===== src/mmt_pkg.sv =====
// Package: register map, field positions, reset values and mode codes for the capture timer
package mmt_pkg;

    // ------------------------------------------------------------
    // Register byte addresses
    // ------------------------------------------------------------
    localparam logic [7:0] ADDR_CTRL      = 8'h00;
    localparam logic [7:0] ADDR_COUNT     = 8'h04;
    localparam logic [7:0] ADDR_RELOAD_A  = 8'h08;
    localparam logic [7:0] ADDR_RELOAD_B  = 8'h0c;
    localparam logic [7:0] ADDR_FAST_CTRL = 8'h10;
    localparam logic [7:0] ADDR_SYS       = 8'h14;

    // ------------------------------------------------------------
    // Timer control field positions
    // ------------------------------------------------------------
    localparam int CTRL_RUN  = 0;
    localparam int CTRL_MLOW = 1;
    localparam int CTRL_MMID = 2;
    localparam int CTRL_MHI  = 3;
    localparam int CTRL_PNDA = 4;
    localparam int CTRL_ENA  = 5;
    localparam int CTRL_PNDB = 6;
    localparam int CTRL_ENB  = 7;

    // Fast timer control field positions
    localparam int FAST_SEL2 = 0;
    localparam int FAST_SEL3 = 1;
    localparam int FAST_DOZE = 7;

    // System field positions: doze level, clock mode
    localparam int SYS_DOZE  = 0;
    localparam int SYS_CMODE = 1;

    // ------------------------------------------------------------
    // Reset values
    // ------------------------------------------------------------
    localparam logic [7:0]  CTRL_RESET   = 8'h00;
    localparam logic [7:0]  FAST_RESET   = 8'h00;
    localparam logic [15:0] COUNT_RESET  = 16'h0000;
    localparam logic [15:0] RELOAD_RESET = 16'h0000;
    localparam logic [2:0]  SYS_RESET    = 3'h0;

    // Instruction cycle is this many reference clocks
    localparam int TC_DIV = 10;

    // ------------------------------------------------------------
    // Mode codes (high, mid, low)
    // ------------------------------------------------------------
    localparam logic [2:0] MODE_PWM       = 3'h4;
    localparam logic [2:0] MODE_PWM_TOG   = 3'h5;
    localparam logic [2:0] MODE_EVT_RISE  = 3'h0;
    localparam logic [2:0] MODE_EVT_FALL  = 3'h1;

    // System clock modes
    typedef enum logic [1:0] {
        CLK_HIGH_SPEED,
        CLK_DUAL,
        CLK_LOW_SPEED
    } clk_mode_e;

    // AXI responses
    localparam logic [1:0] RESP_OKAY   = 2'h0;
    localparam logic [1:0] RESP_SLVERR = 2'h2;

endpackage


===== src/pin_sync.sv =====
// Three-stage synchroniser with edge detection for one timer pin
`timescale 1ns/1ps
module pin_sync (
    input  wire logic ref_clk,
    input  wire logic rst,
    input  wire logic pin,
    output logic      rise,
    output logic      fall,
    output logic      level
);
    logic s1;
    logic s2;
    logic s3;

    // s1 feeds only s2; change counts when s2 and s3 agree on a new level
    always_ff @(posedge ref_clk or posedge rst) begin
        if (rst) begin
            s1    <= 1'b0;
            s2    <= 1'b0;
            s3    <= 1'b0;
            level <= 1'b0;
        end else begin
            s1 <= pin;
            s2 <= s1;
            s3 <= s2;
            if (s2 == s3) begin
                level <= s3;
            end
        end
    end

    assign rise = (s2 == s3) && s3 && !level;
    assign fall = (s2 == s3) && !s3 && level;
endmodule


===== src/multi_mode_timer_capture.sv =====
// Top: 16-bit multi-mode timer with capture, pulse-width and event-count modes, AXI4-Lite slave
//
// The AXI4-Lite interface to the registers and the register addresses were left to the implementer.
`timescale 1ns/1ps

module multi_mode_timer_capture #(
    parameter int CNT_W = 16
) (
    input  wire logic        ref_clk,
    input  wire logic        rst,
    input  wire logic        fast_tick,
    input  wire logic        slow_tick,
    input  wire logic        timer_pin_a,
    input  wire logic        timer_pin_b,
    output logic             pulse_out,
    output logic             irq_a,
    output logic             irq_b,
    input  wire logic [7:0]  s_axi_awaddr,
    input  wire logic        s_axi_awvalid,
    output logic             s_axi_awready,
    input  wire logic [31:0] s_axi_wdata,
    input  wire logic [3:0]  s_axi_wstrb,
    input  wire logic        s_axi_wvalid,
    output logic             s_axi_wready,
    output logic [1:0]       s_axi_bresp,
    output logic             s_axi_bvalid,
    input  wire logic        s_axi_bready,
    input  wire logic [7:0]  s_axi_araddr,
    input  wire logic        s_axi_arvalid,
    output logic             s_axi_arready,
    output logic [31:0]      s_axi_rdata,
    output logic [1:0]       s_axi_rresp,
    output logic             s_axi_rvalid,
    input  wire logic        s_axi_rready
);
    // ------------------------------------------------------------
    // State
    // ------------------------------------------------------------
    logic [7:0]       ctrl;
    logic [7:0]       fast_timer_ctrl;
    logic [2:0]       sys;
    logic [CNT_W-1:0] count;
    logic [CNT_W-1:0] capture_reload_reg_a;
    logic [CNT_W-1:0] capture_reload_reg_b;
    logic             reload_from_b;
    logic [3:0]       tc_cnt;

    // ------------------------------------------------------------
    // Mode decode
    // ------------------------------------------------------------
    wire       mode_select_high = ctrl[mmt_pkg::CTRL_MHI];
    wire       mode_select_mid  = ctrl[mmt_pkg::CTRL_MMID];
    wire       mode_select_low  = ctrl[mmt_pkg::CTRL_MLOW];
    wire       run_or_underflow_flag = ctrl[mmt_pkg::CTRL_RUN];
    wire       pending_flag_a   = ctrl[mmt_pkg::CTRL_PNDA];
    wire       pending_flag_b   = ctrl[mmt_pkg::CTRL_PNDB];
    wire       irq_enable_a     = ctrl[mmt_pkg::CTRL_ENA];
    wire       irq_enable_b     = ctrl[mmt_pkg::CTRL_ENB];
    wire [2:0] mode = {mode_select_high, mode_select_mid, mode_select_low};

    wire is_capture = mode_select_mid;
    wire is_pwm     = !mode_select_mid && mode_select_high;
    wire is_event   = !mode_select_mid && !mode_select_high;
    wire toggle_en  = (mode == mmt_pkg::MODE_PWM_TOG);

    wire second_timer_fast_select = fast_timer_ctrl[mmt_pkg::FAST_SEL2];
    wire doze_run_enable          = fast_timer_ctrl[mmt_pkg::FAST_DOZE];
    wire doze                     = sys[mmt_pkg::SYS_DOZE];
    wire [1:0] clk_mode           = sys[2:1];

    // ------------------------------------------------------------
    // Clocking: processor clock stands still in doze
    // ------------------------------------------------------------
    wire tc_tick   = (tc_cnt == 4'(mmt_pkg::TC_DIV - 1));
    wire proc_tick = (clk_mode == 2'(mmt_pkg::CLK_LOW_SPEED)) ? slow_tick : fast_tick;
    // Doze keeps the timer alive only with both bits set and toggle mode off; clock per system mode
    wire doze_ok   = second_timer_fast_select && doze_run_enable &&
                     !toggle_en;
    wire doze_tick = (clk_mode == 2'(mmt_pkg::CLK_LOW_SPEED)) ? slow_tick : fast_tick;
    // In doze the instruction-cycle clock is unavailable: slow clock in low-speed mode, else fast clock
    wire rate_tick = doze ? (doze_ok && doze_tick) :
                     (second_timer_fast_select ? proc_tick : (proc_tick && tc_tick));

    // ------------------------------------------------------------
    // Pins
    // ------------------------------------------------------------
    wire a_rise;
    wire a_fall;
    wire b_rise;
    wire b_fall;

    pin_sync u_sync_a (
        .ref_clk (ref_clk),
        .rst     (rst),
        .pin     (timer_pin_a),
        .rise    (a_rise),
        .fall    (a_fall),
        .level   ()
    );

    pin_sync u_sync_b (
        .ref_clk (ref_clk),
        .rst     (rst),
        .pin     (timer_pin_b),
        .rise    (b_rise),
        .fall    (b_fall),
        .level   ()
    );

    // Pins only act while the timer clock is alive
    wire active  = !doze || doze_ok;
    wire edge_a  = active && (mode_select_low ? a_fall : a_rise);
    wire edge_b  = active && (is_capture && mode_select_high ? b_fall : b_rise);
    wire trig_a  = is_capture && edge_a;
    wire trig_b  = is_capture && edge_b;

    // ------------------------------------------------------------
    // Counting
    // ------------------------------------------------------------
    wire cnt_step  = is_capture ? rate_tick :
                     (run_or_underflow_flag && (is_event ? edge_a : rate_tick));
    wire underflow = cnt_step && (count == '0);
    wire [CNT_W-1:0] next_count = !underflow ? count - 1'b1 :
                     (is_pwm ? (reload_from_b ? capture_reload_reg_b : capture_reload_reg_a)
                             : count - 1'b1);

    // Hardware set events per flag
    wire set_pnda = trig_a || (is_event && underflow) ||
                    (is_pwm && underflow && !reload_from_b);
    wire set_pndb = trig_b || (is_event && b_rise && active) ||
                    (is_pwm && underflow && reload_from_b);
    wire set_unf  = is_capture && underflow;

    // ------------------------------------------------------------
    // AXI4-Lite slave
    // ------------------------------------------------------------
    logic       aw_held;
    logic       w_held;
    logic [7:0] aw_addr;
    logic [31:0] w_data;
    logic [3:0] w_strb;

    assign s_axi_awready = !aw_held && !s_axi_bvalid;
    assign s_axi_wready  = !w_held && !s_axi_bvalid;
    assign s_axi_arready = !s_axi_rvalid;

    wire do_write = aw_held && w_held;
    wire wr_ctrl  = do_write && (aw_addr == mmt_pkg::ADDR_CTRL) && w_strb[0];
    wire wr_cnt   = do_write && (aw_addr == mmt_pkg::ADDR_COUNT);
    wire wr_ra    = do_write && (aw_addr == mmt_pkg::ADDR_RELOAD_A);
    wire wr_rb    = do_write && (aw_addr == mmt_pkg::ADDR_RELOAD_B);
    wire wr_fast  = do_write && (aw_addr == mmt_pkg::ADDR_FAST_CTRL) && w_strb[0];
    wire wr_sys   = do_write && (aw_addr == mmt_pkg::ADDR_SYS) && w_strb[0];

    function automatic logic addr_ok(input logic [7:0] a);
        addr_ok = (a == mmt_pkg::ADDR_CTRL) || (a == mmt_pkg::ADDR_COUNT) ||
                  (a == mmt_pkg::ADDR_RELOAD_A) || (a == mmt_pkg::ADDR_RELOAD_B) ||
                  (a == mmt_pkg::ADDR_FAST_CTRL) || (a == mmt_pkg::ADDR_SYS);
    endfunction

    function automatic logic [15:0] merge16(input logic [15:0] old, input logic [31:0] d,
                                            input logic [3:0] s);
        merge16 = {s[1] ? d[15:8] : old[15:8], s[0] ? d[7:0] : old[7:0]};
    endfunction

    wire [7:0] wctrl = w_data[7:0];
    // Whole-byte write: hardware set wins over a written zero on pending bits
    wire [7:0] next_ctrl_sw = wr_ctrl ? wctrl : ctrl;
    wire [7:0] next_ctrl = {next_ctrl_sw[7], next_ctrl_sw[6] | set_pndb,
                            next_ctrl_sw[5], next_ctrl_sw[4] | set_pnda,
                            next_ctrl_sw[3:1], next_ctrl_sw[0] | set_unf};

    wire [31:0] rd_mux =
        (s_axi_araddr == mmt_pkg::ADDR_CTRL)      ? {24'h000000, ctrl} :
        (s_axi_araddr == mmt_pkg::ADDR_COUNT)     ? {16'h0000, count} :
        (s_axi_araddr == mmt_pkg::ADDR_RELOAD_A)  ? {16'h0000, capture_reload_reg_a} :
        (s_axi_araddr == mmt_pkg::ADDR_RELOAD_B)  ? {16'h0000, capture_reload_reg_b} :
        (s_axi_araddr == mmt_pkg::ADDR_FAST_CTRL) ? {24'h000000, fast_timer_ctrl} :
        (s_axi_araddr == mmt_pkg::ADDR_SYS)       ? {29'h0, sys} : 32'h00000000;

    always_ff @(posedge ref_clk or posedge rst) begin
        if (rst) begin
            aw_held      <= 1'b0;
            w_held       <= 1'b0;
            aw_addr      <= 8'h00;
            w_data       <= 32'h00000000;
            w_strb       <= 4'h0;
            s_axi_bvalid <= 1'b0;
            s_axi_bresp  <= mmt_pkg::RESP_OKAY;
            s_axi_rvalid <= 1'b0;
            s_axi_rdata  <= 32'h00000000;
            s_axi_rresp  <= mmt_pkg::RESP_OKAY;
        end else begin
            if (s_axi_awvalid && s_axi_awready) begin
                aw_held <= 1'b1;
                aw_addr <= s_axi_awaddr;
            end
            if (s_axi_wvalid && s_axi_wready) begin
                w_held <= 1'b1;
                w_data <= s_axi_wdata;
                w_strb <= s_axi_wstrb;
            end
            if (do_write) begin
                aw_held      <= 1'b0;
                w_held       <= 1'b0;
                s_axi_bvalid <= 1'b1;
                s_axi_bresp  <= addr_ok(aw_addr) ? mmt_pkg::RESP_OKAY : mmt_pkg::RESP_SLVERR;
            end else if (s_axi_bready) begin
                s_axi_bvalid <= 1'b0;
            end
            if (s_axi_arvalid && s_axi_arready) begin
                s_axi_rvalid <= 1'b1;
                s_axi_rdata  <= rd_mux;
                s_axi_rresp  <= addr_ok(s_axi_araddr) ? mmt_pkg::RESP_OKAY : mmt_pkg::RESP_SLVERR;
            end else if (s_axi_rready) begin
                s_axi_rvalid <= 1'b0;
            end
        end
    end

    // ------------------------------------------------------------
    // Timer registers
    // ------------------------------------------------------------
    always_ff @(posedge ref_clk or posedge rst) begin
        if (rst) begin
            ctrl                 <= mmt_pkg::CTRL_RESET;
            fast_timer_ctrl      <= mmt_pkg::FAST_RESET;
            sys                  <= mmt_pkg::SYS_RESET;
            count                <= mmt_pkg::COUNT_RESET;
            capture_reload_reg_a <= mmt_pkg::RELOAD_RESET;
            capture_reload_reg_b <= mmt_pkg::RELOAD_RESET;
            reload_from_b        <= 1'b0;
            tc_cnt               <= 4'h0;
            pulse_out            <= 1'b0;
        end else begin
            tc_cnt <= tc_tick ? 4'h0 : tc_cnt + 4'h1;
            ctrl   <= next_ctrl;
            if (wr_fast) begin
                // Only bits 7, 1, 0 exist
                fast_timer_ctrl <= {w_data[7], 5'h00, w_data[1:0]};
            end
            if (wr_sys) begin
                sys <= w_data[2:0];
            end
            if (wr_cnt) begin
                count <= merge16(count, w_data, w_strb);
            end else if (cnt_step) begin
                count <= next_count;
            end
            if (trig_a) begin
                capture_reload_reg_a <= count;
            end else if (wr_ra) begin
                capture_reload_reg_a <= merge16(capture_reload_reg_a, w_data, w_strb);
            end
            if (trig_b) begin
                capture_reload_reg_b <= count;
            end else if (wr_rb) begin
                capture_reload_reg_b <= merge16(capture_reload_reg_b, w_data, w_strb);
            end
            // Alternation restarts at A whenever the timer is not running pulse-width
            if (!is_pwm || !run_or_underflow_flag) begin
                reload_from_b <= 1'b0;
            end else if (underflow) begin
                reload_from_b <= !reload_from_b;
            end
            if (toggle_en && underflow) begin
                pulse_out <= !pulse_out;
            end
        end
    end

    // ------------------------------------------------------------
    // Interrupt requests
    // ------------------------------------------------------------
    assign irq_a = irq_enable_a && (pending_flag_a ||
                   (is_capture && run_or_underflow_flag));
    assign irq_b = irq_enable_b && pending_flag_b;
endmodule


===== config.mk =====
export PLATFORM = sky130hd
export DESIGN_NAME = multi_mode_timer_capture
export DESIGN_NICKNAME = d
export VERILOG_FILES = /design/src/mmt_pkg.sv /design/src/pin_sync.sv /design/src/multi_mode_timer_capture.sv
export SDC_FILE = /design/constraint.sdc
export NUM_CORES = 1
export LEC_CHECK = 0
export BUFFER_PORTS_ARGS = -buffer_cell sky130_fd_sc_hd__buf_2
export CAP_MARGIN = 15
export CORE_MARGIN = 1.5
export CORE_UTILIZATION = 50
export CTS_CLUSTER_DIAMETER = 50
export CTS_CLUSTER_SIZE = 30
export DETAILED_ROUTE_END_ITERATION = 8
export GPL_TIMING_DRIVEN = 1
export HOLD_SLACK_MARGIN = 0.1
export MAX_ROUTING_LAYER = met4
export PLACE_DENSITY_LB_ADDON = 0.12
export SLEW_MARGIN = 20
export SYNTH_ARGS = -nofsm -noshare
export SYNTH_HDL_FRONTEND = slang
export SYNTH_SLANG_ARGS = --single-unit

===== constraint.sdc =====
create_clock -name ref_clk -period 4 [get_ports ref_clk]
set_input_delay 0.4 -clock ref_clk [delete_from_list [all_inputs] [get_ports ref_clk]]
set_output_delay 0.4 -clock ref_clk [all_outputs]
set_load 0.02 [all_outputs]

== Yosys cells after proc, flatten, opt, wreduce, memory -nomap -nowiden ==
Index checks and enable logic that the tools add are counted.

* Register bits after elaboration: 142
* Input port bits: 63
* Output and inout port bits: 44
* Word-level logic and storage cells: 192

* Add/subtract/negate cells: 2
* Equality and inequality tests: 17
* Mux-type cells: 38
* Bitwise logic cells: 3
* Reduce and logical (&&, ||, !) cells: 101

{| class="wikitable"
|+ Operators with widths
! cell !! count
|-
| 16-bit 2-to-1 mux || 13
|-
| 1-bit logical AND || 47
|-
| 8-bit by 4-bit equality test with 1-bit output, second input constant || 4
|-
| 8-bit by 5-bit equality test with 1-bit output, second input constant || 4
|-
| 8-bit 2-to-1 mux || 3
|-
| 2-bit nonzero test || 12
|-
| 1-bit logical OR || 17
|-
| 1-bit 2-to-1 mux || 17
|-
| 8-bit by 3-bit equality test with 1-bit output, second input constant || 2
|-
| 1-bit logical NOT || 16
|-
| 16-bit logical NOT || 1
|-
| 8-bit logical NOT || 2
|-
| 16-bit by 1-bit subtractor with 16-bit output, second input constant || 1
|-
| 2-bit AND reduction || 6
|-
| 7-bit 2-to-1 mux || 1
|-
| 4-bit by 1-bit adder with 4-bit output, second input constant || 1
|-
| 4-bit equality test, second input constant || 1
|-
| 2-bit 2-to-1 mux || 2
|-
| 4-bit 2-to-1 mux || 1
|-
| 2-bit != test, second input constant || 2
|-
| 3-bit equality test, second input constant || 1
|-
| 3-bit 2-to-1 mux || 1
|-
| 1-bit bitwise OR || 3
|-
| 1-bit equality test || 2
|-
| 2-bit equality test, second input constant || 1
|}

== Depth between registers and ports, before layout ==
Gate-level depths: netlist (run 1).

* Depth after elaboration: 13
* Gate-level depth with buffers: 10

== Hierarchy ==
From an unflattened synthesis (run 1), not the netlist that was laid out.

* Cells, all modules: 663
* Area, all modules: 6692.7 um2

{| class="wikitable"
|+ By module, submodules not included
! module !! times used !! cells each !! area each (um2) !! sequential area each (um2)
|-
| multi_mode_timer_capture || 1 || 639 || 6364.9 || 2902.8
|-
| pin_sync || 2 || 12 || 163.9 || 100.1
|}

== Worst setup path after synthesis (run 1) ==
No wires, ideal clock.

* Path type: reg-to-reg
* From: register aw_addr[7]
* To: register capture_reload_reg_a[8]
* Arrival: 2196 ps
* Data required time: 3927 ps
* Path slack: 1731 ps
* Stages on the path, launching flop included: 8
* Cells stage by stage: dfrtp_1 or3_4 or3_1 or3b_4 o41ai_4 buf_6 nor2_1 a21oi_2

* Longest elaborated chain between the ends: 4

{| class="wikitable"
|+ Ends and longest elaborated chain
! item !! RTL line !! source
|-
| start: declaration || multi_mode_timer_capture.sv:139 || <nowiki>logic [7:0] aw_addr;</nowiki>
|-
| start signal: assignment || multi_mode_timer_capture.sv:196 || <nowiki>aw_addr <= s_axi_awaddr;</nowiki>
|-
| 8-bit by 4-bit equality test with 1-bit output || multi_mode_timer_capture.sv:150 || <nowiki>wire wr_ra = do_write && (aw_addr == mmt_pkg::ADDR_RELOAD_A);</nowiki>
|-
| 1-bit logical AND || multi_mode_timer_capture.sv:150 ||
|-
| 2-bit nonzero test (no source line) || - ||
|-
| 2-bit AND reduction (no source line) || - ||
|-
| end signal: assignment || multi_mode_timer_capture.sv:230 || <nowiki>capture_reload_reg_a <= mmt_pkg::RELOAD_RESET;</nowiki>
|-
| end signal: assignment || multi_mode_timer_capture.sv:251 || <nowiki>capture_reload_reg_a <= count;</nowiki>
|-
| end signal: assignment || multi_mode_timer_capture.sv:253 || <nowiki>capture_reload_reg_a <= merge16(capture_reload_reg_a, w_data, w_strb);</nowiki>
|-
| end: declaration || multi_mode_timer_capture.sv:43 || <nowiki>logic [CNT_W-1:0] capture_reload_reg_a;</nowiki>
|}

No other way between the ends.
A chain may end at the register's enable or synchronous reset.

== Final worst setup path (run 1) ==
* From: register ctrl[3]
* To: register count[11]

* Longest elaborated chain between the ends: 12
* Elaborated cells between the ends (all ways): 20
* Those cells by class: eq/ne: 1; mux: 7; reduce/logical: 12

{| class="wikitable"
|+ Ends and longest elaborated chain
! item !! RTL line !! source
|-
| start: declaration || multi_mode_timer_capture.sv:39 || <nowiki>logic [7:0] ctrl;</nowiki>
|-
| start signal: assignment || multi_mode_timer_capture.sv:226 || <nowiki>ctrl <= mmt_pkg::CTRL_RESET;</nowiki>
|-
| start signal: assignment || multi_mode_timer_capture.sv:237 || <nowiki>ctrl <= next_ctrl;</nowiki>
|-
| 3-bit equality test || multi_mode_timer_capture.sv:64 || <nowiki>wire toggle_en = (mode == mmt_pkg::MODE_PWM_TOG);</nowiki>
|-
| 1-bit logical NOT || multi_mode_timer_capture.sv:78 || <nowiki>!toggle_en;</nowiki>
|-
| 1-bit logical AND || multi_mode_timer_capture.sv:77 || <nowiki>wire doze_ok = second_timer_fast_select && doze_run_enable &&</nowiki>
|-
| 1-bit logical AND or 1-bit logical OR (tied branches) || multi_mode_timer_capture.sv:81, multi_mode_timer_capture.sv:111 ||
|-
| 1-bit 2-to-1 mux or 1-bit logical AND (tied branches) || multi_mode_timer_capture.sv:81, multi_mode_timer_capture.sv:112 ||
|-
| 1-bit 2-to-1 mux || multi_mode_timer_capture.sv:121 || <nowiki>(run_or_underflow_flag && (is_event ? edge_a : rate_tick));</nowiki>
|-
| 1-bit logical AND || multi_mode_timer_capture.sv:121 ||
|-
| 1-bit 2-to-1 mux || multi_mode_timer_capture.sv:120 || <nowiki>wire cnt_step = is_capture ? rate_tick :</nowiki>
|-
| 1-bit logical AND || multi_mode_timer_capture.sv:122 || <nowiki>wire underflow = cnt_step && (count == '0);</nowiki>
|-
| 16-bit 2-to-1 mux || multi_mode_timer_capture.sv:123 || <nowiki>wire [CNT_W-1:0] next_count = !underflow ? count - 1'b1 :</nowiki>
|-
| 16-bit 2-to-1 mux || multi_mode_timer_capture.sv:247 || <nowiki>end else if (cnt_step) begin</nowiki>
|-
| 16-bit 2-to-1 mux || multi_mode_timer_capture.sv:245 || <nowiki>if (wr_cnt) begin</nowiki>
|-
| end signal: assignment || multi_mode_timer_capture.sv:229 || <nowiki>count <= mmt_pkg::COUNT_RESET;</nowiki>
|-
| end signal: assignment || multi_mode_timer_capture.sv:246 || <nowiki>count <= merge16(count, w_data, w_strb);</nowiki>
|-
| end signal: assignment || multi_mode_timer_capture.sv:248 || <nowiki>count <= next_count;</nowiki>
|-
| end: declaration || multi_mode_timer_capture.sv:42 || <nowiki>logic [CNT_W-1:0] count;</nowiki>
|}

Parallel ways exist; a longest one is shown, timed or not. The select of a mux whose other input is x is not followed.

==> metrics.yaml, run 1 <==
synth:
  yosys.area_share.adder: 0.0113
  synth_top_family_by_area: "compound AO/OA/AOI/OAI gates"
  syn_inst: 677
  avgSynthCellArea_sq_um: 9.82
  ys_top_cells_by_area: "dfrtp_1 (47%), mux2_2 (7.1%), mux2i_1 (6.3%)"
  synth_top_flop_cell: "dfrtp_1"
  yosysTopAreaCell: "dfrtp_1"
  synth_warnings: 0
  synth.top_cell.area_share: 0.467
  synthXorXnorAreaFrac: 0.0185
  yosysUniqueCellTypes: 65
  async_flop_share: 1.00
  yosysSeqAreaShare: 0.467
  synth-simple-area-share: 0.138
  synth_edf_count: 0
  muxShareOfSynthArea: 0.138
  syn-cell-area_sq_um: 6650
  synth-seq-cells: 124
  synth_compound_area_frac: 0.167
floorplanning:
  die_h_um: 118
  ios: 107
  rows: 41
  dieArea_sq_um: 14000
  fp.coreArea_sq_um: 12800
  fp.dieW_um: 118
  initial_core_util: 0.520
detailed_routing:
  totalWireLength_um: 16500
  remaining_drc_errors: 0
  dr.pass1.iters: 5
  post_drt_via_cell_ratio: 5.74
  drt_iter0_markers: 384
  wl_per_cell_um: 18.0
  ant_nets: 0
  vias: 5258
setup_path:
  crit_required_ps: 4320
  path_cells: "nor2b_1, a311oi_1, o211ai_1, nor2_1, o311ai_0, o221ai_1"
  ff2ff_path_depth: 6
  end_kind: "flop"
  cpMaxStageDelayCell: "nor2_1"
  crit_path_max_incr_delay_ps: 910
  setup.worst_path.class: "flop to flop"
  startpoint_type: "flop"
  crit_arrival_ps: 3330
  cp_max_fo: 15
clock_network:
  clk_latency_ps: 420
  root_buffer: "clkbuf_16"
  cts.sinks: 124
  cts_buffers: 17
  cts_resized: 0
  clk_pin_slew_ps: 50
  clock_path_buffers: 2
  h-tree-depth: 4
  cts_tree: "built"
place:
  routabilityCongestion: 0.891
  post-dp-hpwl_um: 11400
  pre_cts_ws_ps: 1130
  dp_cells: 885
  numPortBuffers: 70
cells_and_area:
  n_antenna_cell: 0
  final_util: 0.596
  layout_common_cells: "dfrtp_1 (124), nor2_1 (76), buf_2 (70)"
  final_cells: 916
  nets: 803
  area_growth_pct: 14.5
  layout_commonest_cell: "dfrtp_1"
  fillCellCount: 1116
  drive_gt1_frac: 0.211
sta:
  setup_viol: 0
  finalSetupTns_ps: 0
  worst_pin_slew_ps: 1080
  post-route-worst-setup-slack_ps: 985
  clock.fmax_ghz: 0.332
  hold_viol_final: 0
  slew_headroom: 0.274
  rsz0062_at_grt: "false"
  post-route-period-util: 0.754
  slew_violations: 0
  layout_min_cycle_time_ps: 3010
  skew_ps: 8.02
run:
  max_cap_viol_count: 0
global_routing:
  grt_usage: 0.255
  antenna_found_initial: 0
  overflow: 0
  grt_pass1_wl_um: 26900
  grt_max_degree: 64
  grt_pass1_vias: 5123
min_path:
  worstHoldPathType: "input port to asynchronous set/reset pin"
power_and_ir_drop:
  power_w: 0.00501
  irDropWorstVdd_mv: 0.391
  p_per_area_nw_per_um2: 659
  p_leak_nw: 3.59
status:
  outcome: "complete, no violations"
## critical path, delay by kind of cell, from the launching register on
family	cells	cell delay (ps)
compound gates	4	1310
flops	1	460
simple gates	2	1130
## worst paths after layout
kind / startpoint / endpoint / slack, ps
min: rst / s_axi_rdata[11]$_DFFE_PP0P_ / 130
max in group asynchronous: rst / count[4]$_DFFE_PP0P_ / 3060
max reg2reg: ctrl[3]$_DFFE_PP0P_ / count[11]$_DFFE_PP0P_ / 990
min in group ref_clk: s_axi_bready / s_axi_bvalid$_DFFE_PP0P_ / 160
max: ctrl[3]$_DFFE_PP0P_ / count[11]$_DFFE_PP0P_ / 990
min reg2reg: u_sync_a.s1$_DFF_PP0_ / u_sync_a.s2$_DFF_PP0_ / 360
## layer usage
| metal | share of wire | vias up | GRT usage |
|---|---|---|---|
| li1 | - | 2508 | - |
| met1 | 0.46 | 2571 | 0.335 |
| met2 | 0.47 | 156 | 0.398 |
| met3 | 0.054 | 23 | 0.0526 |
| met4 | 0.018 | 0 | 0.0816 |
| met5 | 0 | - | - |
## per-stage QoR
stage | area, sq um | hold WS, ps
2_1_floorplan | 6710 | 331
6_report | 7610 | 133
3_3_place_gp | 7040 | 332
3_5_place_dp | 7040 | 348
4_1_cts | 7610 | 157
5_1_grt | 7610 | 161
## cell families after synthesis
family,after synthesis
buffers and inverters,83
other,1
AO/OA/AOI/OAI,166
AND/OR/NAND/NOR,198
flip-flops,124
XOR/XNOR,14
adder cells (fa/ha/maj),6
multiplexers,85
## sequential cells by signal, indices dropped and copies added, names as in the netlist, 2 cells and up
signal / flops
capture_reload_reg_b: 16
count: 16
w_data: 16
aw_addr: 8
ctrl: 8
tc_cnt: 4
s_axi_rdata: 16
sys: 3
capture_reload_reg_a: 16
w_strb: 2
fast_timer_ctrl: 3
## repair_timing
action | in CTS | in global routing
endpoints found under the hold margin | 2 | 0
buffers inserted | 0 | 0
hold buffers | 2 | 0
## report_power, final
group	internal, W	total (W)	leakage, nW	switching (W)
logic	0.000641	0.00141	1.78	0.000771
clock network	0.000932	0.00146	0.270	0.000529
registers	0.00167	0.00214	1.53	0.000472
## synth_stat cells (all sizes together), types with 2 or more instances
cell,n
a22oi,13
nand3,12
clkbuf,28
dfrtp,124
a221o,4
mux2,42
o22ai,5
a31oi,5
nor2b,3
o21ai,32
nand2b,3
inv,25
nand4,4
and2,4
o311ai,10
o221ai,3
ha,6
a2bb2oi,2
nor2,76
nor3,4
or4,3
nor3b,5
buf,30
xor2,6
nand2,62
a21o,4
and3,4
or3,7
o211ai,3
a22o,2
mux2i,42
xnor2,8
nand3b,2
nor4,4
a21oi,56
o31ai,12
a2111oi,3
## final cells by class
cell class / count / area (sq um) / area share
clock buffers: 21 / 460 / 0.0605
clock inverters: 8 / 95.1 / 0.0125
inverters: 25 / 96.3 / 0.0127
multi-input cells: 487 / 3210 / 0.421
flip-flops and latches: 124 / 3100 / 0.408
well taps: 172 / 215 / 0.0283
repair buffers: 79 / 435 / 0.0572
No activity file was read; power rests on OpenSTA's default activity.
==> inputs of run 2 (changes only) <==
Clock period 4 ns to 2.9 ns, I/O delays scaled along.
==> metrics.yaml, run 2 (synthesized netlist as in run 1, its figures left out) <==
setup_path:
  crit_required_ps: 3260  # was 4320 ps
  crit_arrival_ps: 2850  # was 3330 ps
  startpoint_type: "flop"  # unchanged
  setup.worst_path.class: "flop to flop"  # unchanged
  end_kind: "flop"  # unchanged
  cp_max_fo: 10  # was 15
sta:
  setup_viol: 0  # unchanged
  slew_violations: 0  # unchanged
  post-route-period-util: 0.860  # was 0.754
  rsz0062_at_grt: "false"  # unchanged
  hold_viol_final: 0  # unchanged
  slew_headroom: 0.441  # was 0.274
  worst_pin_slew_ps: 836  # was 1080 ps
  skew_ps: 8.05  # was 8.02 ps
  layout_min_cycle_time_ps: 2490  # was 3010 ps
  clock.fmax_ghz: 0.401  # was 0.332 GHz
  finalSetupTns_ps: 0  # unchanged
cells_and_area:
  final_area_sq_um: 7970  # was 7610 sq um
  drive_gt1_frac: 0.215  # was 0.211
  layout_common_cells: "dfrtp_1 (124), nor2_1 (76), buf_2 (70)"  # unchanged
  fillCellCount: 1075  # was 1116
  nets: 846  # was 803
  area_growth_pct: 20.0  # was 14.5%
  layout_commonest_cell: "dfrtp_1"  # unchanged
  n_antenna_cell: 0  # unchanged
clock_network:
  h-tree-depth: 4  # unchanged
  clk_pin_slew_ps: 50  # about the same
  cts_setup_buffers: 0  # unchanged
  cts.sinks: 124  # unchanged
  root_buffer: "clkbuf_16"  # unchanged
  cts_tree: "built"  # unchanged
  cts_buffers: 17  # unchanged
  clock_path_buffers: 2  # unchanged
  clk_latency_ps: 420  # about the same
detailed_routing:
  dr.pass1.iters: 5  # unchanged
  wl_per_cell_um: 17.4  # was 18.0 um
  totalWireLength_um: 16700  # was 16500 um
  remaining_drc_errors: 0  # unchanged
  ant_nets: 0  # unchanged
  vias: 5470  # was 5258
  post_drt_via_cell_ratio: 5.70  # was 5.74
  drt_iter0_markers: 427  # was 384
power_and_ir_drop:
  p_per_area_nw_per_um2: 868  # was 659 nW/um^2
  pwr-share-seq: 0.427  # about the same
  irDropWorstVdd_mv: 0.511  # was 0.391 mV
  p_leak_nw: 3.77  # was 3.59 nW
  switching_power_w: 0.00244  # was 0.00177 W
  p_int_w: 0.00449  # was 0.00324 W
  p_clk_frac: 0.278  # was 0.291
  p_comb_frac: 0.295  # was 0.282
  swShare: 0.352  # was 0.353
global_routing:
  antenna_found_initial: 0  # unchanged
  grt_max_degree: 125  # was 64
  grt_pass1_wl_um: 27300  # was 26900 um
  grt_usage: 0.259  # was 0.255
  grt_pass1_vias: 5295  # was 5123
  overflow: 0  # unchanged
status:
  outcome: "complete, no violations"  # unchanged
floorplanning:
  initial_core_util: 0.520  # unchanged
  fp.coreArea_sq_um: 12800  # unchanged
  fp.dieW_um: 118  # unchanged
  die_h_um: 118  # unchanged
  rows: 41  # unchanged
  ios: 107  # unchanged
  dieArea_sq_um: 14000  # unchanged
place:
  routabilityCongestion: 0.884  # was 0.891
  post_dp_cell_area_sq_um: 7160  # was 7040 sq um
  post-dp-hpwl_um: 11400  # about the same
  numPortBuffers: 70  # unchanged
min_path:
  worstHoldPathType: "input port to flop"  # was input port to asynchronous set/reset pin
run:
  max_cap_viol_count: 0  # unchanged
## run 2: power groups by stage
stage	registers (W)	logic (W)	clock network [W]
after floorplan	0.00271	0.00159	0
after global placement	0.00293	0.00193	0
after detailed placement	0.00297	0.00198	0
after CTS	0.00295	0.00203	0.00196
after global routing	0.00305	0.00227	0.00204
final	0.00296	0.00204	0.00192
## run 2: what timing repair did
item / CTS / global route
resized for setup: 0 / 0
hold endpoints to repair: 45 / 0
hold buffers: 28 / 0
## run 2: cell type report
class	count	area [sq um]	share of cell area
clock buffers	27	493	0.0618
clock inverters	2	35.0	0.00439
inverters	25	97.6	0.0122
multi-input cells	487	3210	0.402
flip-flops and latches	124	3100	0.389
well taps	172	215	0.0270
repair buffers	122	823	0.103
## run 2: stage by stage
stage	hold slack, ps	util	cells	worst slack [ps]	total power (W)
2_1_floorplan	321	-	694	631	0.00430
3_3_place_gp	332	0.561	902	516	0.00485
3_5_place_dp	337	0.561	902	510	0.00495
4_1_cts	101	0.624	959	425	0.00694
5_1_grt	103	0.624	959	186	0.00736
6_report	114	0.624	959	405	0.00692
## run 2: worst max-delay path: stages (launching register included)
cell and delay (ps):
dfrtp_1 460, nor4_1 480, and4_1 300, and2_1 320, buf_4 230, nor2_1 50
a2111oi_0 400, a221o_1 180
## run 2: per-layer routing
| layer | routed length, um | part of all wire | GRT usage |
|---|---|---|---|
| met2 | 7830 | 0.47 | 0.391 |
| met1 | 7460 | 0.45 | 0.342 |
| met4 | 403 | 0.024 | 0.110 |
| met3 | 991 | 0.059 | 0.0492 |
| met5 | 0 | 0 | - |
## run 2: worst paths after layout
check	startpoint	to	slack, ps	depth (start not counted)
worst max register to register	count[10]$_DFFE_PP0P_	count[0]$_DFFE_PP0P_	410	7
min in group asynchronous	rst	s_axi_rdata[10]$_DFFE_PP0P_	600	4
worst max-delay path	count[10]$_DFFE_PP0P_	count[0]$_DFFE_PP0P_	410	7
worst min-delay path	s_axi_wdata[14]	w_data[14]$_DFFE_PP0P_	110	2
worst min register to register	u_sync_a.s1$_DFF_PP0_	u_sync_a.s2$_DFF_PP0_	350	0
max in group asynchronous	rst	count[11]$_DFFE_PP0P_	1780	4
==> inputs of run 3 (changes only) <==
Settings changed: RECOVER_POWER set to 25.
==> metrics.yaml, run 3 (synthesized netlist as in run 1, its figures left out) <==
setup_path:
  cp_max_fo: 10  # unchanged
  ff2ff_path_depth: 7  # unchanged
  startpoint_type: "flop"  # unchanged
  r2r-start: "count[10]$_DFFE_PP0P_"  # unchanged
  ff2ff_setup_slack_ps: 430  # was 410 ps
  worstSetupStartpoint: "count[10]$_DFFE_PP0P_"  # unchanged
  end_kind: "flop"  # unchanged
  crit_required_ps: 3260  # about the same
  setup.worst_path.class: "flop to flop"  # unchanged
  crit_arrival_ps: 2830  # was 2850 ps
  worstReg2RegEnd: "count[0]$_DFFE_PP0P_"  # unchanged
  critPathCapture: "count[0]$_DFFE_PP0P_"  # unchanged
sta:
  layout_min_cycle_time_ps: 2470  # was 2490 ps
  skew_ps: 8.03  # was 8.05 ps
  worst_pin_slew_ps: 1690  # was 836 ps
  hold_viol_final: 0  # unchanged
  setup_viol: 0  # unchanged
  slew_violations: 125  # was 0
  slew_headroom: -0.126  # was 0.441
  clock.fmax_ghz: 0.405  # was 0.401 GHz
  rsz0062_at_grt: "false"  # unchanged
  finalSetupTns_ps: 0  # unchanged
  post-route-period-util: 0.852  # was 0.860
detailed_routing:
  dr.pass1.iters: 5  # unchanged
  remaining_drc_errors: 0  # unchanged
  wl_per_cell_um: 17.4  # about the same
  vias: 5459  # was 5470
  totalWireLength_um: 16700  # about the same
  post_drt_via_cell_ratio: 5.69  # was 5.70
  drt_iter0_markers: 425  # was 427
  ant_nets: 0  # unchanged
clock_network:
  cts_resized: 0  # unchanged
  clk_latency_ps: 420  # about the same
  cts_buffers: 17  # unchanged
  h-tree-depth: 4  # unchanged
  clk_pin_slew_ps: 50  # about the same
  cts_tree: "built"  # unchanged
  cts_setup_buffers: 0  # unchanged
  root_buffer: "clkbuf_16"  # unchanged
  clock_path_buffers: 2  # unchanged
  cts.sinks: 124  # unchanged
global_routing:
  grt_pass1_wl_um: 27300  # unchanged
  met3_usage: 0.0492  # unchanged
  overflow: 0  # unchanged
  grt_pass1_vias: 5295  # unchanged
  busiest_layer: "met2"  # unchanged
  grtUsageMet1: 0.342  # unchanged
  antenna_found_initial: 0  # unchanged
  grt_max_degree: 125  # unchanged
  grt_usage: 0.259  # unchanged
  grt_use_met2: 0.391  # unchanged
status:
  outcome: "finished, violations left"  # was complete, no violations
  violations: "capacitance limit, slew limit"
floorplanning:
  rows: 41  # unchanged
  fp.coreArea_sq_um: 12800  # unchanged
  die_h_um: 118  # unchanged
  initial_core_util: 0.520  # unchanged
  fp.dieW_um: 118  # unchanged
  ios: 107  # unchanged
  dieArea_sq_um: 14000  # unchanged
place:
  numPortBuffers: 70  # unchanged
  dp_cells: 902  # unchanged
  post-dp-hpwl_um: 11400  # unchanged
  routabilityCongestion: 0.884  # unchanged
cells_and_area:
  seq_area_sq_um: 3100  # unchanged
  multi_input_area_sq_um: 3210  # unchanged
  n_antenna_cell: 0  # unchanged
  nets: 846  # unchanged
  final_cells: 959  # unchanged
  drive_gt1_frac: 0.213  # was 0.215
  layout_common_cells: "dfrtp_1 (124), nor2_1 (76), buf_2 (69)"  # was dfrtp_1 (124), nor2_1 (76), buf_2 (70)
  layout_commonest_cell: "dfrtp_1"  # unchanged
  area_growth_pct: 19.8  # was 20.0%
  fillCellCount: 1077  # was 1075
power_and_ir_drop:
  p_leak_nw: 3.76  # was 3.77 nW
  p_per_area_nw_per_um2: 870  # was 868 nW/um^2
  irDropWorstVdd_mv: 0.511  # about the same
min_path:
  worstHoldPathType: "input port to flop"  # unchanged
run:
  max_cap_viol_count: 1  # was 0
-- run 3: changes by cell type in the layout (fill, tap and decap cells not counted) --
cell      delta
buf_2        -1
buf_12       -1
clkbuf_4     +1
clkbuf_1     +1
-- run 3: worst max-delay path: stages (launching register included) --
cell and delay [ps]:
dfrtp_1 460, nor4_1 470, and4_1 300, and2_1 320
buf_4 230, nor2_1 50, a2111oi_0 390, a221o_1 180
-- run 3: worst min-delay path by stage --
stage / cells past startpoint / from / endpoint / slack (ps)
2_1_floorplan: 0 / timer_pin_a / u_sync_a.s1$_DFF_PP0_ / 320
3_3_place_gp: 0 / u_sync_a.s1$_DFF_PP0_ / u_sync_a.s2$_DFF_PP0_ / 330
3_5_place_dp: 0 / u_sync_a.s1$_DFF_PP0_ / u_sync_a.s2$_DFF_PP0_ / 340
4_1_cts: 2 / s_axi_wdata[14] / w_data[14]$_DFFE_PP0P_ / 100
5_1_grt: 2 / s_axi_awaddr[5] / aw_addr[5]$_DFFE_PP0P_ / 100
6_report: 2 / s_axi_wdata[14] / w_data[14]$_DFFE_PP0P_ / 110
-- run 3: through the flow --
stage | utilization | setup slack [ps] | power (W) | hold slack, ps | instance area (sq um)
floorplan | - | 631 | 0.00430 | 321 | 6710
global placement | 0.561 | 516 | 0.00485 | 332 | 7160
detailed placement | 0.561 | 510 | 0.00495 | 337 | 7160
CTS | 0.624 | 425 | 0.00694 | 101 | 7970
finish | 0.623 | 430 | 0.00692 | 111 | 7960
global route | 0.623 | 186 | 0.00736 | 103 | 7960
-- run 3: layout make-up --
type | instances | area share
Timing Repair Buffer | 122 | 0.102
Tap cell | 172 | 0.0270
Sequential cell | 124 | 0.390
Multi-Input combinational cell | 487 | 0.403
Clock inverter | 2 | 0.00440
Clock buffer | 27 | 0.0619
Inverter | 25 | 0.0123
-- run 3: per-layer routing --
layer  wire (um)  share of wire  vias to the layer above
met3         966          0.058                       33
li1            -              -                     2589
met5           0              0                        -
met1        7540           0.45                     2641
met2        7810           0.47                      196
met4         393          0.024                        0
-- run 3: repair_timing --
item / in CTS / in global routing
hold endpoints to repair: 45 / 0
endpoints found under the setup margin: 0 / 0
hold buffers: 28 / 0
-- run 3: power breakdown --
group          leakage (nW)  internal (W)  total, W  switching [W]
clock network         0.257       0.00123   0.00193       0.000702
logic                  1.97      0.000953   0.00204        0.00108
registers              1.53       0.00230   0.00296       0.000654
total                  3.76       0.00448   0.00692        0.00244
